$ cat config.mk
export PLATFORM = sky130hd
export DESIGN_NAME = adc_trigger_top
export DESIGN_NICKNAME = d
export VERILOG_FILES = /design/src/common/adc_trig_pkg.sv /design/src/verilog/pin_edge_sync.sv /design/src/verilog/result_store.sv /design/src/verilog/adc_trigger_top.sv
export SDC_FILE = /design/constraint.sdc
export NUM_CORES = 1
export LEC_CHECK = 0
export BUFFER_PORTS_ARGS = -buffer_cell sky130_fd_sc_hd__buf_2
export CORE_MARGIN = 3
export CORE_UTILIZATION = 56
export CTS_BUF_LIST = sky130_fd_sc_hd__clkbuf_4 sky130_fd_sc_hd__clkbuf_8
export DETAILED_ROUTE_END_ITERATION = 8
export GPL_ROUTABILITY_DRIVEN = 0
export PLACE_DENSITY = 0.88
export SKIP_LAST_GASP = 1
export SLEW_MARGIN = 20
export SYNTH_ARGS = -nofsm -noshare
export SYNTH_HDL_FRONTEND = slang
export SYNTH_SLANG_ARGS = --single-unit
$ cat constraint.sdc
create_clock -name clock_i -period 6.3 [get_ports clock_i]
set_input_delay 1.26 -clock clock_i [delete_from_list [all_inputs] [get_ports clock_i]]
set_output_delay 1.26 -clock clock_i [all_outputs]
set_load 0.05 [all_outputs]
$ cat src/common/adc_trig_pkg.sv
package adc_trig_pkg;

  // register byte addresses on the APB side
  localparam logic [7:0] ADDR_CONV_CTRL = 8'h00;
  localparam logic [7:0] ADDR_SHARED_CTRL = 8'h04;
  localparam logic [7:0] ADDR_TRIG_CTRL = 8'h08;
  localparam logic [7:0] ADDR_RES_HIGH = 8'h0C;
  localparam logic [7:0] ADDR_RES_LOW = 8'h10;
  localparam logic [7:0] ADDR_IRQ_STATUS = 8'h14;
  localparam logic [7:0] ADDR_IRQ_MASK = 8'h18;

  // converter control layout
  localparam int CONV_ENABLE_BIT = 0;
  localparam int CONV_START_BIT = 1;
  localparam int CONV_CHAN_LSB = 2;
  localparam int CHAN_W = 5;

  // shared control layout
  localparam int SHARED_REF_LSB = 0;
  localparam int REF_W = 2;
  localparam int SHARED_CLKSEL_LSB = 4;
  localparam int CLKSEL_W = 3;
  localparam int SHARED_JUSTIFY_BIT = 7;

  // auto trigger control layout
  localparam int TRIG_SEL_LSB = 4;
  localparam int TRIG_SEL_W = 3;

  // auto trigger select codes
  localparam logic [2:0] TRIG_NONE = 3'h0;
  localparam logic [2:0] TRIG_RSVD1 = 3'h1;
  localparam logic [2:0] TRIG_RSVD2 = 3'h2;
  localparam logic [2:0] TRIG_TIMER_ZERO = 3'h3;
  localparam logic [2:0] TRIG_TIMER_ONE = 3'h4;
  localparam logic [2:0] TRIG_TIMER_TWO = 3'h5;
  localparam logic [2:0] TRIG_EXT_PIN = 3'h6;

  // interrupt status / mask layout
  localparam int IRQ_W = 4;
  localparam int IRQ_DONE_BIT = 0;
  localparam int IRQ_TIMER_ZERO_BIT = 1;
  localparam int IRQ_TIMER_ONE_BIT = 2;
  localparam int IRQ_TIMER_TWO_BIT = 3;

  // widths and reset values
  localparam int RESULT_W = 10;
  localparam logic [IRQ_W-1:0] IRQ_RESET = 4'h0;
  localparam logic [2:0] TRIG_SEL_RESET = 3'h0;
  localparam logic [CHAN_W-1:0] CHAN_RESET = 5'h00;
  localparam logic [CLKSEL_W-1:0] CLKSEL_RESET = 3'h0;
  localparam logic [REF_W-1:0] REF_RESET = 2'h0;
  localparam logic [31:0] PRDATA_RESET = 32'h0000_0000;

  // high byte of a result in the chosen justification
  function automatic logic [7:0] format_high(input logic [RESULT_W-1:0] res,
                                             input logic right);
    format_high = right ? {6'h00, res[9:8]} : res[9:2];
  endfunction

  // low byte of a result in the chosen justification
  function automatic logic [7:0] format_low(input logic [RESULT_W-1:0] res,
                                            input logic right);
    format_low = right ? res[7:0] : {res[1:0], 6'h00};
  endfunction

endpackage

$ cat src/verilog/pin_edge_sync.sv
`timescale 1ns/1ps
module pin_edge_sync (
  // clock and reset
  input wire logic clock_i,
  input wire logic rst_i,
  // pin and detected edge
  input wire logic pin_i,
  output logic rise_o
);

  typedef struct packed {
    logic meta;
    logic stable;
    logic last;
    logic rise;
  } sync_state_t;

  sync_state_t s;
  sync_state_t next_s;

  always_comb begin
    next_s = s;
    next_s.meta = pin_i;
    next_s.stable = s.meta;
    next_s.last = s.stable;
    // edge looks only at the second and third stages
    next_s.rise = s.stable & ~s.last;
    if (rst_i) begin
      next_s = '0;
    end
  end

  always_ff @(posedge clock_i) begin
    s <= next_s;
  end

  assign rise_o = s.rise;

endmodule // pin_edge_sync

$ cat src/verilog/result_store.sv
`timescale 1ns/1ps
module result_store (
  // clock
  input wire logic clock_i,
  // software writes
  input wire logic sw_we_high_i,
  input wire logic sw_we_low_i,
  input wire logic [7:0] sw_wdata_i,
  // converter load
  input wire logic hw_load_i,
  input wire logic [adc_trig_pkg::RESULT_W-1:0] hw_data_i,
  input wire logic justify_right_i,
  // stored bytes
  output logic [7:0] high_o,
  output logic [7:0] low_o
);

  import adc_trig_pkg::*;

  typedef struct packed {
    logic [7:0] high;
    logic [7:0] low;
  } store_state_t;

  store_state_t s;
  store_state_t next_s;

  // no reset on purpose: contents survive every reset but power-up
  always_comb begin
    next_s = s;
    if (hw_load_i) begin
      next_s.high = format_high(hw_data_i, justify_right_i);
      next_s.low = format_low(hw_data_i, justify_right_i);
    end else begin
      if (sw_we_high_i) begin
        next_s.high = sw_wdata_i;
      end
      if (sw_we_low_i) begin
        next_s.low = sw_wdata_i;
      end
    end
  end

  always_ff @(posedge clock_i) begin
    s <= next_s;
  end

  assign high_o = s.high;
  assign low_o = s.low;

endmodule // result_store

$ cat src/verilog/adc_trigger_top.sv
// Notes on behaviour
// - trigger select bits 6-4: 0 none, 3/4/5 timers, 6 pin rising edge.
// - selected timer events still set their own timer flags.
// - left justified: result bits 9-2 go to high byte.
// - left justified: result bits 1-0 go to low bits 7-6.
// - right justified: result bits 9-8 go to high bits 1-0.
// - right justified: result bits 7-0 fill the low byte.
// - result bytes writable, unknown at power-up, kept over other resets.
// - hold capacitor is never discharged at conversion end.
// - justify bit set is right, clear is left; unused bits load zero.
// - trigger starts like the start bit; start bit reads set meanwhile.
// - on done: load result, clear start bit, set done flag.
`timescale 1ns/1ps
module adc_trigger_top (
  // clock and reset
  input wire logic clock_i,
  input wire logic rst_i,
  // apb slave
  input wire logic psel_i,
  input wire logic penable_i,
  input wire logic pwrite_i,
  input wire logic [7:0] paddr_i,
  input wire logic [31:0] pwdata_i,
  output logic [31:0] prdata_o,
  output logic pready_o,
  output logic pslverr_o,
  // trigger sources
  input wire logic timer_zero_ovf_i,
  input wire logic timer_one_ovf_i,
  input wire logic timer_two_period_match_i,
  input wire logic external_trigger_pin_i,
  // converter core
  input wire logic conv_done_i,
  input wire logic [adc_trig_pkg::RESULT_W-1:0] conversion_result_i,
  output logic conv_start_o,
  output logic conv_abort_o,
  output logic conv_enable_o,
  output logic [adc_trig_pkg::CHAN_W-1:0] channel_o,
  output logic [adc_trig_pkg::CLKSEL_W-1:0] conv_clock_sel_o,
  output logic [adc_trig_pkg::REF_W-1:0] ref_sel_o,
  output logic hold_discharge_o,
  // interrupt
  output logic irq_o
);

  import adc_trig_pkg::*;

  typedef struct packed {
    logic enable;
    logic start_flag;
    logic [CHAN_W-1:0] channel;
    logic [CLKSEL_W-1:0] clk_sel;
    logic [REF_W-1:0] ref_sel;
    logic justify_right;
    logic [TRIG_SEL_W-1:0] trig_sel;
    logic [IRQ_W-1:0] status;
    logic [IRQ_W-1:0] mask;
    logic [31:0] prdata;
    logic pready;
    logic pslverr;
    logic start_pulse;
    logic abort_pulse;
    logic hold_discharge;
    logic irq;
  } top_state_t;

  top_state_t s;
  top_state_t next_s;

  logic ext_rise;
  logic [7:0] res_high;
  logic [7:0] res_low;
  logic hw_load;
  logic sw_we_high;
  logic sw_we_low;

  pin_edge_sync u_pin_sync (
    .clock_i(clock_i),
    .rst_i(rst_i),
    .pin_i(external_trigger_pin_i),
    .rise_o(ext_rise)
  );

  result_store u_result (
    .clock_i(clock_i),
    .sw_we_high_i(sw_we_high),
    .sw_we_low_i(sw_we_low),
    .sw_wdata_i(pwdata_i[7:0]),
    .hw_load_i(hw_load),
    .hw_data_i(conversion_result_i),
    .justify_right_i(s.justify_right),
    .high_o(res_high),
    .low_o(res_low)
  );

  // pick the auto trigger source; reserved codes select nothing
  function automatic logic pick_trigger(input logic [2:0] sel,
                                        input logic t0,
                                        input logic t1,
                                        input logic t2,
                                        input logic pin);
    case (sel)
      TRIG_TIMER_ZERO: pick_trigger = t0;
      TRIG_TIMER_ONE: pick_trigger = t1;
      TRIG_TIMER_TWO: pick_trigger = t2;
      TRIG_EXT_PIN: pick_trigger = pin;
      TRIG_NONE, TRIG_RSVD1, TRIG_RSVD2: pick_trigger = 1'b0;
      default: pick_trigger = 1'b0;
    endcase
  endfunction

  logic setup_phase;
  logic write_now;
  logic conv_write;
  logic trig;
  logic [IRQ_W-1:0] irq_set;
  logic [IRQ_W-1:0] irq_clr;

  always_comb begin
    next_s = s;
    hw_load = 1'b0;
    irq_set = '0;
    irq_clr = '0;
    next_s.start_pulse = 1'b0;
    next_s.abort_pulse = 1'b0;
    next_s.pready = 1'b0;
    next_s.pslverr = 1'b0;
    setup_phase = psel_i & ~penable_i;
    // writes land only at the edge where the access completes
    write_now = psel_i & penable_i & s.pready & pwrite_i;
    conv_write = write_now & (paddr_i == ADDR_CONV_CTRL);
    sw_we_high = write_now & (paddr_i == ADDR_RES_HIGH);
    sw_we_low = write_now & (paddr_i == ADDR_RES_LOW);
    trig = pick_trigger(s.trig_sel, timer_zero_ovf_i, timer_one_ovf_i,
                        timer_two_period_match_i, ext_rise);

    // timer events keep raising their own flags whatever is selected
    irq_set[IRQ_TIMER_ZERO_BIT] = timer_zero_ovf_i;
    irq_set[IRQ_TIMER_ONE_BIT] = timer_one_ovf_i;
    irq_set[IRQ_TIMER_TWO_BIT] = timer_two_period_match_i;

    // register writes other than the start bit
    if (write_now) begin
      case (paddr_i)
        ADDR_CONV_CTRL: begin
          next_s.enable = pwdata_i[CONV_ENABLE_BIT];
          // channel change: acquisition wait is software's job
          next_s.channel = pwdata_i[CONV_CHAN_LSB +: CHAN_W];
        end
        ADDR_SHARED_CTRL: begin
          next_s.justify_right = pwdata_i[SHARED_JUSTIFY_BIT];
          next_s.clk_sel = pwdata_i[SHARED_CLKSEL_LSB +: CLKSEL_W];
          next_s.ref_sel = pwdata_i[SHARED_REF_LSB +: REF_W];
        end
        ADDR_TRIG_CTRL: begin
          next_s.trig_sel = pwdata_i[TRIG_SEL_LSB +: TRIG_SEL_W];
        end
        ADDR_IRQ_STATUS: begin
          irq_clr = pwdata_i[IRQ_W-1:0];
        end
        ADDR_IRQ_MASK: begin
          next_s.mask = pwdata_i[IRQ_W-1:0];
        end
        default: begin
        end
      endcase
    end

    // conversion sequencing
    if (s.start_flag) begin
      if (conv_done_i) begin
        hw_load = 1'b1;
        next_s.start_flag = 1'b0;
        irq_set[IRQ_DONE_BIT] = 1'b1;
      end else if ((conv_write & ~pwdata_i[CONV_START_BIT]) |
                   (conv_write & ~pwdata_i[CONV_ENABLE_BIT])) begin
        // early stop keeps the partial result but raises no flag
        hw_load = 1'b1;
        next_s.start_flag = 1'b0;
        next_s.abort_pulse = 1'b1;
      end
      // a trigger here is simply dropped
    // a write that switches the converter off starts nothing
    end else if (s.enable & ~(conv_write & ~pwdata_i[CONV_ENABLE_BIT]) &
                 (trig | (conv_write & pwdata_i[CONV_START_BIT]))) begin
      next_s.start_flag = 1'b1;
      next_s.start_pulse = 1'b1;
    end

    // the hold switch is left alone between conversions
    next_s.hold_discharge = s.hold_discharge;

    // set wins over a software clear in the same cycle
    next_s.status = (s.status & ~irq_clr) | irq_set;
    next_s.irq = |(next_s.status & next_s.mask);

    // read data and error are prepared in the setup cycle
    if (setup_phase) begin
      next_s.pready = 1'b1;
      next_s.prdata = PRDATA_RESET;
      case (paddr_i)
        ADDR_CONV_CTRL: begin
          next_s.prdata[CONV_ENABLE_BIT] = s.enable;
          next_s.prdata[CONV_START_BIT] = s.start_flag;
          next_s.prdata[CONV_CHAN_LSB +: CHAN_W] = s.channel;
        end
        ADDR_SHARED_CTRL: begin
          next_s.prdata[SHARED_JUSTIFY_BIT] = s.justify_right;
          next_s.prdata[SHARED_CLKSEL_LSB +: CLKSEL_W] = s.clk_sel;
          next_s.prdata[SHARED_REF_LSB +: REF_W] = s.ref_sel;
        end
        ADDR_TRIG_CTRL: begin
          next_s.prdata[TRIG_SEL_LSB +: TRIG_SEL_W] = s.trig_sel;
        end
        ADDR_RES_HIGH: begin
          next_s.prdata[7:0] = res_high;
        end
        ADDR_RES_LOW: begin
          next_s.prdata[7:0] = res_low;
        end
        ADDR_IRQ_STATUS: begin
          next_s.prdata[IRQ_W-1:0] = s.status;
        end
        ADDR_IRQ_MASK: begin
          next_s.prdata[IRQ_W-1:0] = s.mask;
        end
        default: begin
          next_s.pslverr = 1'b1;
        end
      endcase
    end

    if (rst_i) begin
      next_s = '0;
      next_s.channel = CHAN_RESET;
      next_s.clk_sel = CLKSEL_RESET;
      next_s.ref_sel = REF_RESET;
      next_s.trig_sel = TRIG_SEL_RESET;
      next_s.status = IRQ_RESET;
      next_s.mask = IRQ_RESET;
      next_s.prdata = PRDATA_RESET;
    end
  end

  always_ff @(posedge clock_i) begin
    s <= next_s;
  end

  assign prdata_o = s.prdata;
  assign pready_o = s.pready;
  assign pslverr_o = s.pslverr;
  assign conv_start_o = s.start_pulse;
  assign conv_abort_o = s.abort_pulse;
  assign conv_enable_o = s.enable;
  assign channel_o = s.channel;
  assign conv_clock_sel_o = s.clk_sel;
  assign ref_sel_o = s.ref_sel;
  assign hold_discharge_o = s.hold_discharge;
  assign irq_o = s.irq;

endmodule // adc_trigger_top

; ---- After elaboration in Yosys (flattened, before gate mapping)
; Index checks and enable logic that the tools add are counted.
; Widths: inputs -> output; s select.
[classes]
eq_ne = 10
muxes = 25
bitwise = 26
n_reduce_logical = 11
[ops]
columns = operator, count
row1 = $mux 8, 4
row2 = $eq 8x5->1 const B, 3
row3 = $eq 8x4->1 const B, 2
row4 = $mux 16, 1
row5 = $mux 4, 4
row6 = $pmux 3 s5, 1
row7 = $and 1x1->1, 13
row8 = $pmux 2 s6, 1
row9 = $mux 1, 10
row10 = $pmux 2 s5, 1
row11 = $eq 3x3->1 const B, 3
row12 = $and 4x4->4, 2
row13 = $eq 8x3->1 const B, 1
row14 = $logic_not 8->1, 1
row15 = $not 1->1, 7
row16 = $reduce_or 7->1, 1
row17 = $reduce_and 2->1, 3
row18 = $not 4->4, 1
row19 = $or 4x4->4, 1
row20 = $pmux 1 s4, 1
row21 = $reduce_bool 2->1, 2
row22 = $reduce_or 2->1, 2
row23 = $reduce_or 4->1, 1
row24 = $eq 3x2->1 const B, 1
row25 = other kinds (4), 5
[word_totals]
reg_bits = 57
in_bits = 60
out_inout_bits = 49
elab_cells = 93

; ---- Logic depth before layout (Yosys ltp)
; Gate-level depths: netlist of the first run.
[logic_depth]
word_depth = 10
ltp_mapped = 7
mapped_depth_nobuf = 4

; ---- Modules after synthesis
; From an unflattened synthesis of the first run, not the netlist that was laid out.
[unflattened]
cells_unflattened = 296
area_unflattened_um2 = 3088.0
[by_module_without_submodules]
columns = mod, n_inst, cells_each, area_each_um2, seq_area_each_um2
row1 = adc_trigger_top, 1, 236, 2234.6, 740.7
row2 = result_store, 1, 52, 742.0, 480.5
row3 = pin_edge_sync, 1, 8, 111.4, 80.1

; ---- Worst setup path after synthesis of the first run
; OpenSTA, ideal clock, no wires.
[synth_timing]
kind = input port to flip-flop
startpoint = input paddr_i[1]
endpoint = register u_result.s, in the netlist u_result.high_o[0], enable pin
setup_time_ps = 329
arrival_ps = 2596
t_required_ps = 5971
path_slack_ps = 3375
stages = 6
n_path_buf = 2
cell_sequence = nor4_4 > a41oi_4 > nand2b_4 > buf_6 > buf_6 > nand2_1
[synth_between]
elab_chain_cells = 8
elab_cells_between_ends = 11
classes_between = eq/ne (1) / mux (3) / bitwise (5) / reduce/logical (2)
[synth_lines]
columns = item, line_no
row1 = from (decl), adc_trigger_top.sv:22  ; input wire logic [7:0] paddr_i,
row2 = $logic_not 8->1, adc_trigger_top.sv:131  ; conv_write = write_now & (paddr_i == ADDR_CONV_CTRL);
row3 = $and 1x1->1, adc_trigger_top.sv:131
row4 = "$and 1x1->1, on equally long branches", "adc_trigger_top.sv:175, adc_trigger_top.sv:176"
row5 = $or 1x1->1, adc_trigger_top.sv:175  ; end else if ((conv_write & ~pwdata_i[CONV_START_BIT]) |
row6 = $mux 1, adc_trigger_top.sv:175
row7 = $mux 1, adc_trigger_top.sv:171  ; if (conv_done_i) begin
row8 = $mux 1, adc_trigger_top.sv:170  ; if (s.start_flag) begin
row9 = $reduce_bool 2->1 (no source line) (*), -
row10 = to (signal assigned), result_store.sv:45  ; s <= next_s;
row11 = to (decl), result_store.sv:25  ; store_state_t s;
; Mark *: on every way between the ends. The rest lies on a longest branch, timed or not.
; A chain may end at the register's enable or synchronous reset.

; ---- Worst setup path after layout of the first run
[layout_timing]
startpoint = input paddr_i[1]
endpoint = register u_result.s, in the netlist u_result.low_o[6], enable pin
; Same word-level chain as after synthesis.

==> reports/metrics.cfg, run 1 <==
[sta]
min_period_ps=2970
max_freq_mhz=336.7
period_share_pct=47.15
tightest_slew_ps=907.8
max-slew-margin-rel_pct=39.32
finalSetupViolations=0
finalClockSkew_ps=8.521
fin_tns_setup_ps=0
rsz0062_at_grt=no
finalHoldViolCount=0
slew_violations=0

[yosys]
synth-simple-area-share_pct=18.86
ys_seq_area_share_pct=41.92
yosysWarnings=0
synth_compound_area_share_pct=18.66
ys_ff_latch=57
synthAdderAreaFrac_pct=0
ys.flop_type=dfxtp_1
synth_cell_types=48
synth-xor-area-share_pct=0
synthCells=315
muxShareOfSynthArea_pct=7.457
synth_top_family_by_area=simple AND/OR/NAND/NOR gates
avgSynthCellArea_sq_um=9.855
ys_async_sr_fraction_pct=0
synth-edff-count=16
syn_area_sq_um=3104

[detailed_routing]
drt_iter0_markers=344
totalWireLength_mm=7.721
drc_errors=0
vias=2558
met2_length_mm=3.603
wl_met1_mm=3.201
wl_per_cell_um=18.04
met3_length_um=738
viasPerCell=5.977
first_pass_iters=5
top_layer=met4
postRouteAntennaNets=0

[cells_and_area]
antennaDiodeCount=0
nets=413
drive_gt1_share_pct=25.98
fin_cells=428
area_growth_pct=9.190
fill_cells=456

[global_route]
grt_first_pass_wirelength_mm=12.08
grt_max_degree=39
gr-usage-all-layers_pct=25.00
grt_pass1_vias=2340
overflow=0
antenna_found_initial=0

[job]
drv_cap=0

[die]
rows=26
start_util_pct=59.27
chipWidth_um=80.46
die_h_um=80.46
coreArea_sq_um=5238
die-area_sq_um=6473
ios=109

[clocking]
cts_buffers=9
ctsHoldBuffers=0
ctsHtreeMaxLevel=3
cts_tree=built
cts.path.max_buffers=2
clock_sink_count=57
clock_latency_ps=340
path_clk_slew_ps=60
cts_resized=0
post_cts_buffers=0
cts-root-buf=clkbuf_8

[run_status]
status=complete, no violations

[pwr]
power.density_nw_per_um2=243.0
p_leak_nw=1.410
vdd_drop_max_v=0.0001405

[worst_setup_path]
r2r_cells=4
reg2reg_slack_ps=4070
required_ps=6310
critPathKind=in -> reg
cp-start-kind=primary input
end_kind=flip-flop
reg2reg_to=u_result.low_o[6]
cp_max_fo=18
arrival_ps=2980
regToRegStartpoint=pready_o

[placement]
dp_cells=412
io_buffers=59
dp_hpwl_mm=5.542

[hold_path]
hold_end=u_pin_sync.rise_o
whs_path_depth=1
min_from=u_pin_sync.s[1]
hold_path_class=reg -> reg

==> logic make-up after synthesis <==
family / after synthesis
muxes: 23
and+or+nand+nor: 101
AOI/OAI and AO/OA: 74
buffers and inverters: 59
other: 1
DFF: 57
==> final cells by class <==
class	instances	area, sq um	share of cell area [%]
well taps	70	87.58	2.584
inverters	1	3.754	0.1107
repair buffers	61	310.3	9.155
flip-flops and latches	57	1301	38.39
multi-input cells	223	1490	43.96
clock inverters	2	10.01	0.2953
clock buffers	14	186.4	5.500
==> synth_stat cells (all sizes together), types with 3 or more instances <==
library cell,number,area (sq um)
and4,6,52.55
dfxtp,41,820.8
edfxtp,16,480.5
o31a,4,35.03
clkbuf,9,33.78
a41oi,6,71.32
mux2i,22,220.2
nor4b,3,45.04
buf,49,365.3
nor2b,14,87.58
nor2,35,131.4
nand2,15,56.30
nand3,7,40.04
o21ai,20,100.1
nand2b,5,38.78
a311oi,3,26.28
a221oi,7,61.31
o21ba,4,40.04
a22o,11,96.34
a211oi,7,52.55
a32oi,4,35.03
nor3,4,25.02
==> per-stage QoR <==
stage | area, sq um | hold WS (ps) | power [mW] | worst slack (ps) | utilization, %
2_1_floorplan | 3194 | 367.4 | 0.4822 | 3375 | -
3_3_place_gp | 3193 | 376.7 | 0.4952 | 3033 | 60.97
3_5_place_dp | 3193 | 381.4 | 0.4972 | 3014 | 60.97
4_1_cts | 3390 | 390.3 | 0.8244 | 3369 | 64.72
5_1_grt | 3390 | 403.3 | 0.8473 | 3199 | 64.72
6_report | 3390 | 386.5 | 0.8238 | 3330 | 64.72
==> worst max path at each step <==
| stage | from | endpoint |
|---|---|---|
| 2_1_floorplan | paddr_i[1] | u_result.high_o[0] |
| 6_report | paddr_i[1] | u_result.low_o[6] |
| 4_1_cts | paddr_i[1] | u_result.low_o[6] |
| 5_1_grt | paddr_i[4] | u_result.high_o[0] |
| 3_3_place_gp | paddr_i[1] | u_result.low_o[4] |
| 3_5_place_dp | paddr_i[3] | u_result.high_o[0] |
==> cells in the final DEF, fill, tap and decap left out, types with 3 or more instances in the layout <==
| cell type | netlist | layout |
|---|---|---|
| and4_1 | 6 | 6 |
| nor4b_2 | 3 | 3 |
| o21ai_1 | 8 | 8 |
| a22o_1 | 11 | 11 |
| conb_1 | 1 | 25 |
| a311oi_1 | 3 | 3 |
| a221oi_1 | 7 | 7 |
| dfxtp_1 | 41 | 41 |
| o21ai_0 | 12 | 12 |
| buf_2 | 4 | 59 |
| mux2i_1 | 22 | 22 |
| nand2b_1 | 4 | 4 |
| nand2_1 | 15 | 15 |
| o21ba_2 | 4 | 4 |
| a41oi_1 | 5 | 5 |
| edfxtp_1 | 16 | 16 |
| a32oi_1 | 4 | 4 |
| a211oi_1 | 7 | 7 |
| nand3_1 | 6 | 6 |
| nor3_1 | 3 | 3 |
| nor2_1 | 35 | 35 |
| o31a_1 | 4 | 4 |
| nor2b_1 | 14 | 14 |
| clkbuf_8 | 0 | 13 |
==> registers in the layout (all words and copies together), names as in the netlist <==
name               cells
channel_o              5
irq_o                  1
pslverr_o              1
ref_sel_o              2
conv_start_o           1
u_result.high_o        8
s                     13
conv_clock_sel_o       3
u_pin_sync.s           3
u_result.low_o         8
conv_enable_o          1
u_pin_sync.rise_o      1
prdata_o               8
conv_abort_o           1
pready_o               1
==> critical path, cell delays in order <==
cell,delay [ps]
buf_2,150
nor4_4,650
a41oi_4,280
nand2b_4,310
nand2_1,320
==> where the power goes <==
group / switching [mW] / internal, mW / total, mW
sequential: 0.00262 / 0.382 / 0.385
clock: 0.144 / 0.189 / 0.333
combinational: 0.0814 / 0.0249 / 0.106
total: 0.228 / 0.596 / 0.824
==> metal layers <==
layer / global-route usage [%] / vias up
met4: 10.64 / 0
met1: 32.58 / 1192
met5: 0 / -
li1: - / 1178
met2: 39.49 / 168
met3: 5.942 / 20
(Power assumes the default switching activity.)
==> run 2, diff against run 1 <==
--- a/config.mk
+++ b/config.mk
@@ -5,13 +5,14 @@
 export SDC_FILE = /design/constraint.sdc
 export NUM_CORES = 1
 export LEC_CHECK = 0
+export ABC_AREA = 1
 export BUFFER_PORTS_ARGS = -buffer_cell sky130_fd_sc_hd__buf_2
 export CORE_MARGIN = 3
-export CORE_UTILIZATION = 56
+export CORE_UTILIZATION = 47
 export CTS_BUF_LIST = sky130_fd_sc_hd__clkbuf_4 sky130_fd_sc_hd__clkbuf_8
 export DETAILED_ROUTE_END_ITERATION = 8
 export GPL_ROUTABILITY_DRIVEN = 0
-export PLACE_DENSITY = 0.88
+export PLACE_DENSITY = 0.78
 export SKIP_LAST_GASP = 1
 export SLEW_MARGIN = 20
 export SYNTH_ARGS = -nofsm -noshare
==> constraint.sdc (replaced) <==
create_clock -name clock_i -period 2.5 [get_ports clock_i]
set_input_delay 0.5 -clock clock_i [delete_from_list [all_inputs] [get_ports clock_i]]
set_output_delay 0.5 -clock clock_i [all_outputs]
set_load 0.05 [all_outputs]
==> run 2 against run 1 <==
Against the previous run:
- sequential cell count is the same
- critical path type unchanged
- setup slack lost 2700 ps
- wire length grew 0.43%
==> reports/metrics.cfg, run 2 <==
[clocking]
cts_buffers=9
cts-root-buf=clkbuf_8
path_clk_slew_ps=70
clock_latency_ps=340
cts.path.max_buffers=2
post_cts_buffers=0
clock_sink_count=57
cts_resized=0
ctsHtreeMaxLevel=3
cts_tree=built
ctsHoldBuffers=0

[pwr]
power_switching_mw=0.5959
vdd_drop_max_v=0.0003299
combPwrFrac_pct=12.1
power_mw=2.173
power.internal_mw=1.577
switching_share_pct=27.43
p_leak_nw=1.708
pwr-share-seq_pct=44.6
p_clk_share_pct=43.3
power.density_nw_per_um2=604.8

[cells_and_area]
final_cell_area_sq_um=3592
multi_input_area_sq_um=1479
fin_cells=552
nets=530
fill_cells=619
drive_gt1_share_pct=23.58
area_growth_pct=11.58
final_cell_mix=113 x nand2_1, 59 x buf_2, 50 x nor2_1
regArea_sq_um=1301
regMostFlops=s
antennaDiodeCount=0
fin_util_pct=55.31
final_common_cell=nand2_1
largest_reg_flops=13

[yosys]
yosysWarnings=0
ys_seq_area_share_pct=40.42
synth.area.top_cells=dfxtp_1 25%, edfxtp_1 15%, nand2_1 13%
synth-edff-count=16
avgSynthCellArea_sq_um=7.629
yosysMostFrequentCell=nand2_1
synth_commonest_cells=113 x nand2_1, 50 x nor2_1, 44 x buf_4
synthCells=422
ys.flop_type=dfxtp_1
synth_top_area_share_pct=25.50
synth_cell_types=32
synth_top_area_cell=dfxtp_1
ys_async_sr_fraction_pct=0
ys_ff_latch=57
syn_area_sq_um=3219

[global_route]
grt_max_degree=21
overflow=0
gr-usage-all-layers_pct=20.43
antenna_found_initial=0
grt_first_pass_wirelength_mm=12.13
grt_pass1_vias=2616

[detailed_routing]
first_pass_iters=4
totalWireLength_mm=7.754
drt_iter0_markers=166
postRouteAntennaNets=0
drc_errors=0
vias=2777
viasPerCell=5.031
wl_per_cell_um=14.05

[sta]
tightest_slew_ps=593.7
finalClockSkew_ps=6.369
fin_ws_ps=595.8
slew_violations=0
fin_tns_setup_ps=0
rsz0062_at_grt=no
hold_ws_ps=364.1
period_share_pct=76.17
finalSetupViolations=0
min_period_ps=1904
finalHoldViolCount=0
max-slew-margin-rel_pct=60.36
max_freq_mhz=525.2

[die]
die-area_sq_um=7878
ios=109
chipWidth_um=88.76
rows=29
die_h_um=88.76
coreArea_sq_um=6495
start_util_pct=49.57

[worst_setup_path]
cp-start-kind=primary input
cp.depth=11
cp_max_fo=10
critical_path.cell_chain=buf_2 > inv_1 > nand3_4 > nor2_8 > inv_4 > nor2_8 > o21ai_4 > nand2_8 > nand2_4 > o21ai_0 > buf_4
critical-path-top-delay-family=simple AND/OR/NAND/NOR gates
end_kind=flip-flop
critPathKind=in -> reg
r2r_cells=9
regToRegStartpoint=pready_o
critPathSlowestCell=buf_4
cpPeakStageDelay_ps=210
required_ps=2540
arrival_ps=1950
crit_buf_inv=4
reg2reg_to=u_result.low_o[1]
crit_top_cell=nor2_8
reg2reg_slack_ps=730

[placement]
io_buffers=59
dp_cells=536
placed_area_sq_um=3373
place_ws_ps=264.2
dp_hpwl_mm=5.834

[hold_path]
hold_path_class=in -> reg
min_from=conv_done_i
hold_end=conv_abort_o
whs_path_depth=2

[run_status]
status=complete, no violations

[job]
drv_cap=0

## run 2: changes by cell type in the layout (fill, tap and decap cells not counted), moves of 5 or more
cell / change
nand2_1: +98
inv_1: +35
a21oi_1: +23
mux2i_1: -22
nor2_1: +15
o21ai_0: +15
nor2b_1: -14
a22o_1: -11
nand3_2: +9
o21ai_1: -8
a221oi_1: -7
and4_1: -6
buf_4: +5
## run 2: logic make-up after synthesis
logic type / share of synthesized area, %
compound gates: 9.872
buf+inv: 16.44
flops: 40.42
mux: 1.399
other cells: 0.1165
simple gates: 31.75
## run 2: power groups by stage
stage / registers (mW) / clock network [mW] / logic [mW]
after global routing: 0.970 / 1.00 / 0.280
after floorplan: 0.992 / 0 / 0.232
after global placement: 0.989 / 0 / 0.255
after detailed placement: 0.990 / 0 / 0.260
after CTS: 0.969 / 0.957 / 0.261
final: 0.969 / 0.941 / 0.262
## run 2: worst max path at each step
| stage | end | slack [ps] | startpoint |
|---|---|---|---|
| 2_1_floorplan | u_result.high_o[0] | 260 | pready_o |
| 3_3_place_gp | u_result.low_o[0] | 330 | paddr_i[1] |
| 3_5_place_dp | u_result.low_o[0] | 260 | paddr_i[2] |
| 4_1_cts | u_result.low_o[1] | 620 | paddr_i[2] |
| 5_1_grt | u_result.low_o[1] | 510 | paddr_i[2] |
| 6_report | u_result.low_o[1] | 600 | paddr_i[2] |
## run 2: worst reg2reg max path, stage by stage, from the launching register on
cell     delay [ps]
dfxtp_1         330
nand2_1         130
nor2_4          120
inv_2           100
nor2_8          210
o21ai_4         110
nand2_8          70
nand2_4          90
o21ai_0         110
buf_4           210
## run 2: final cells by class
class	count	share of cell area [%]
clock inverter	7	2.647
tap	77	2.682
inverter	39	4.145
sequential	57	36.22
clock buffer	9	3.448
multi-input combinational	297	41.17
timing repair buffer	66	9.683
## run 2: per-layer routing
metal | part of all wire (%) | vias up | GRT usage (%)
met5 | 0 | - | 0
met2 | 51 | 117 | 36.23
li1 | - | 1384 | -
met3 | 7.8 | 15 | 5.587
met1 | 40 | 1261 | 23.67
met4 | 1.6 | 0 | 6.731
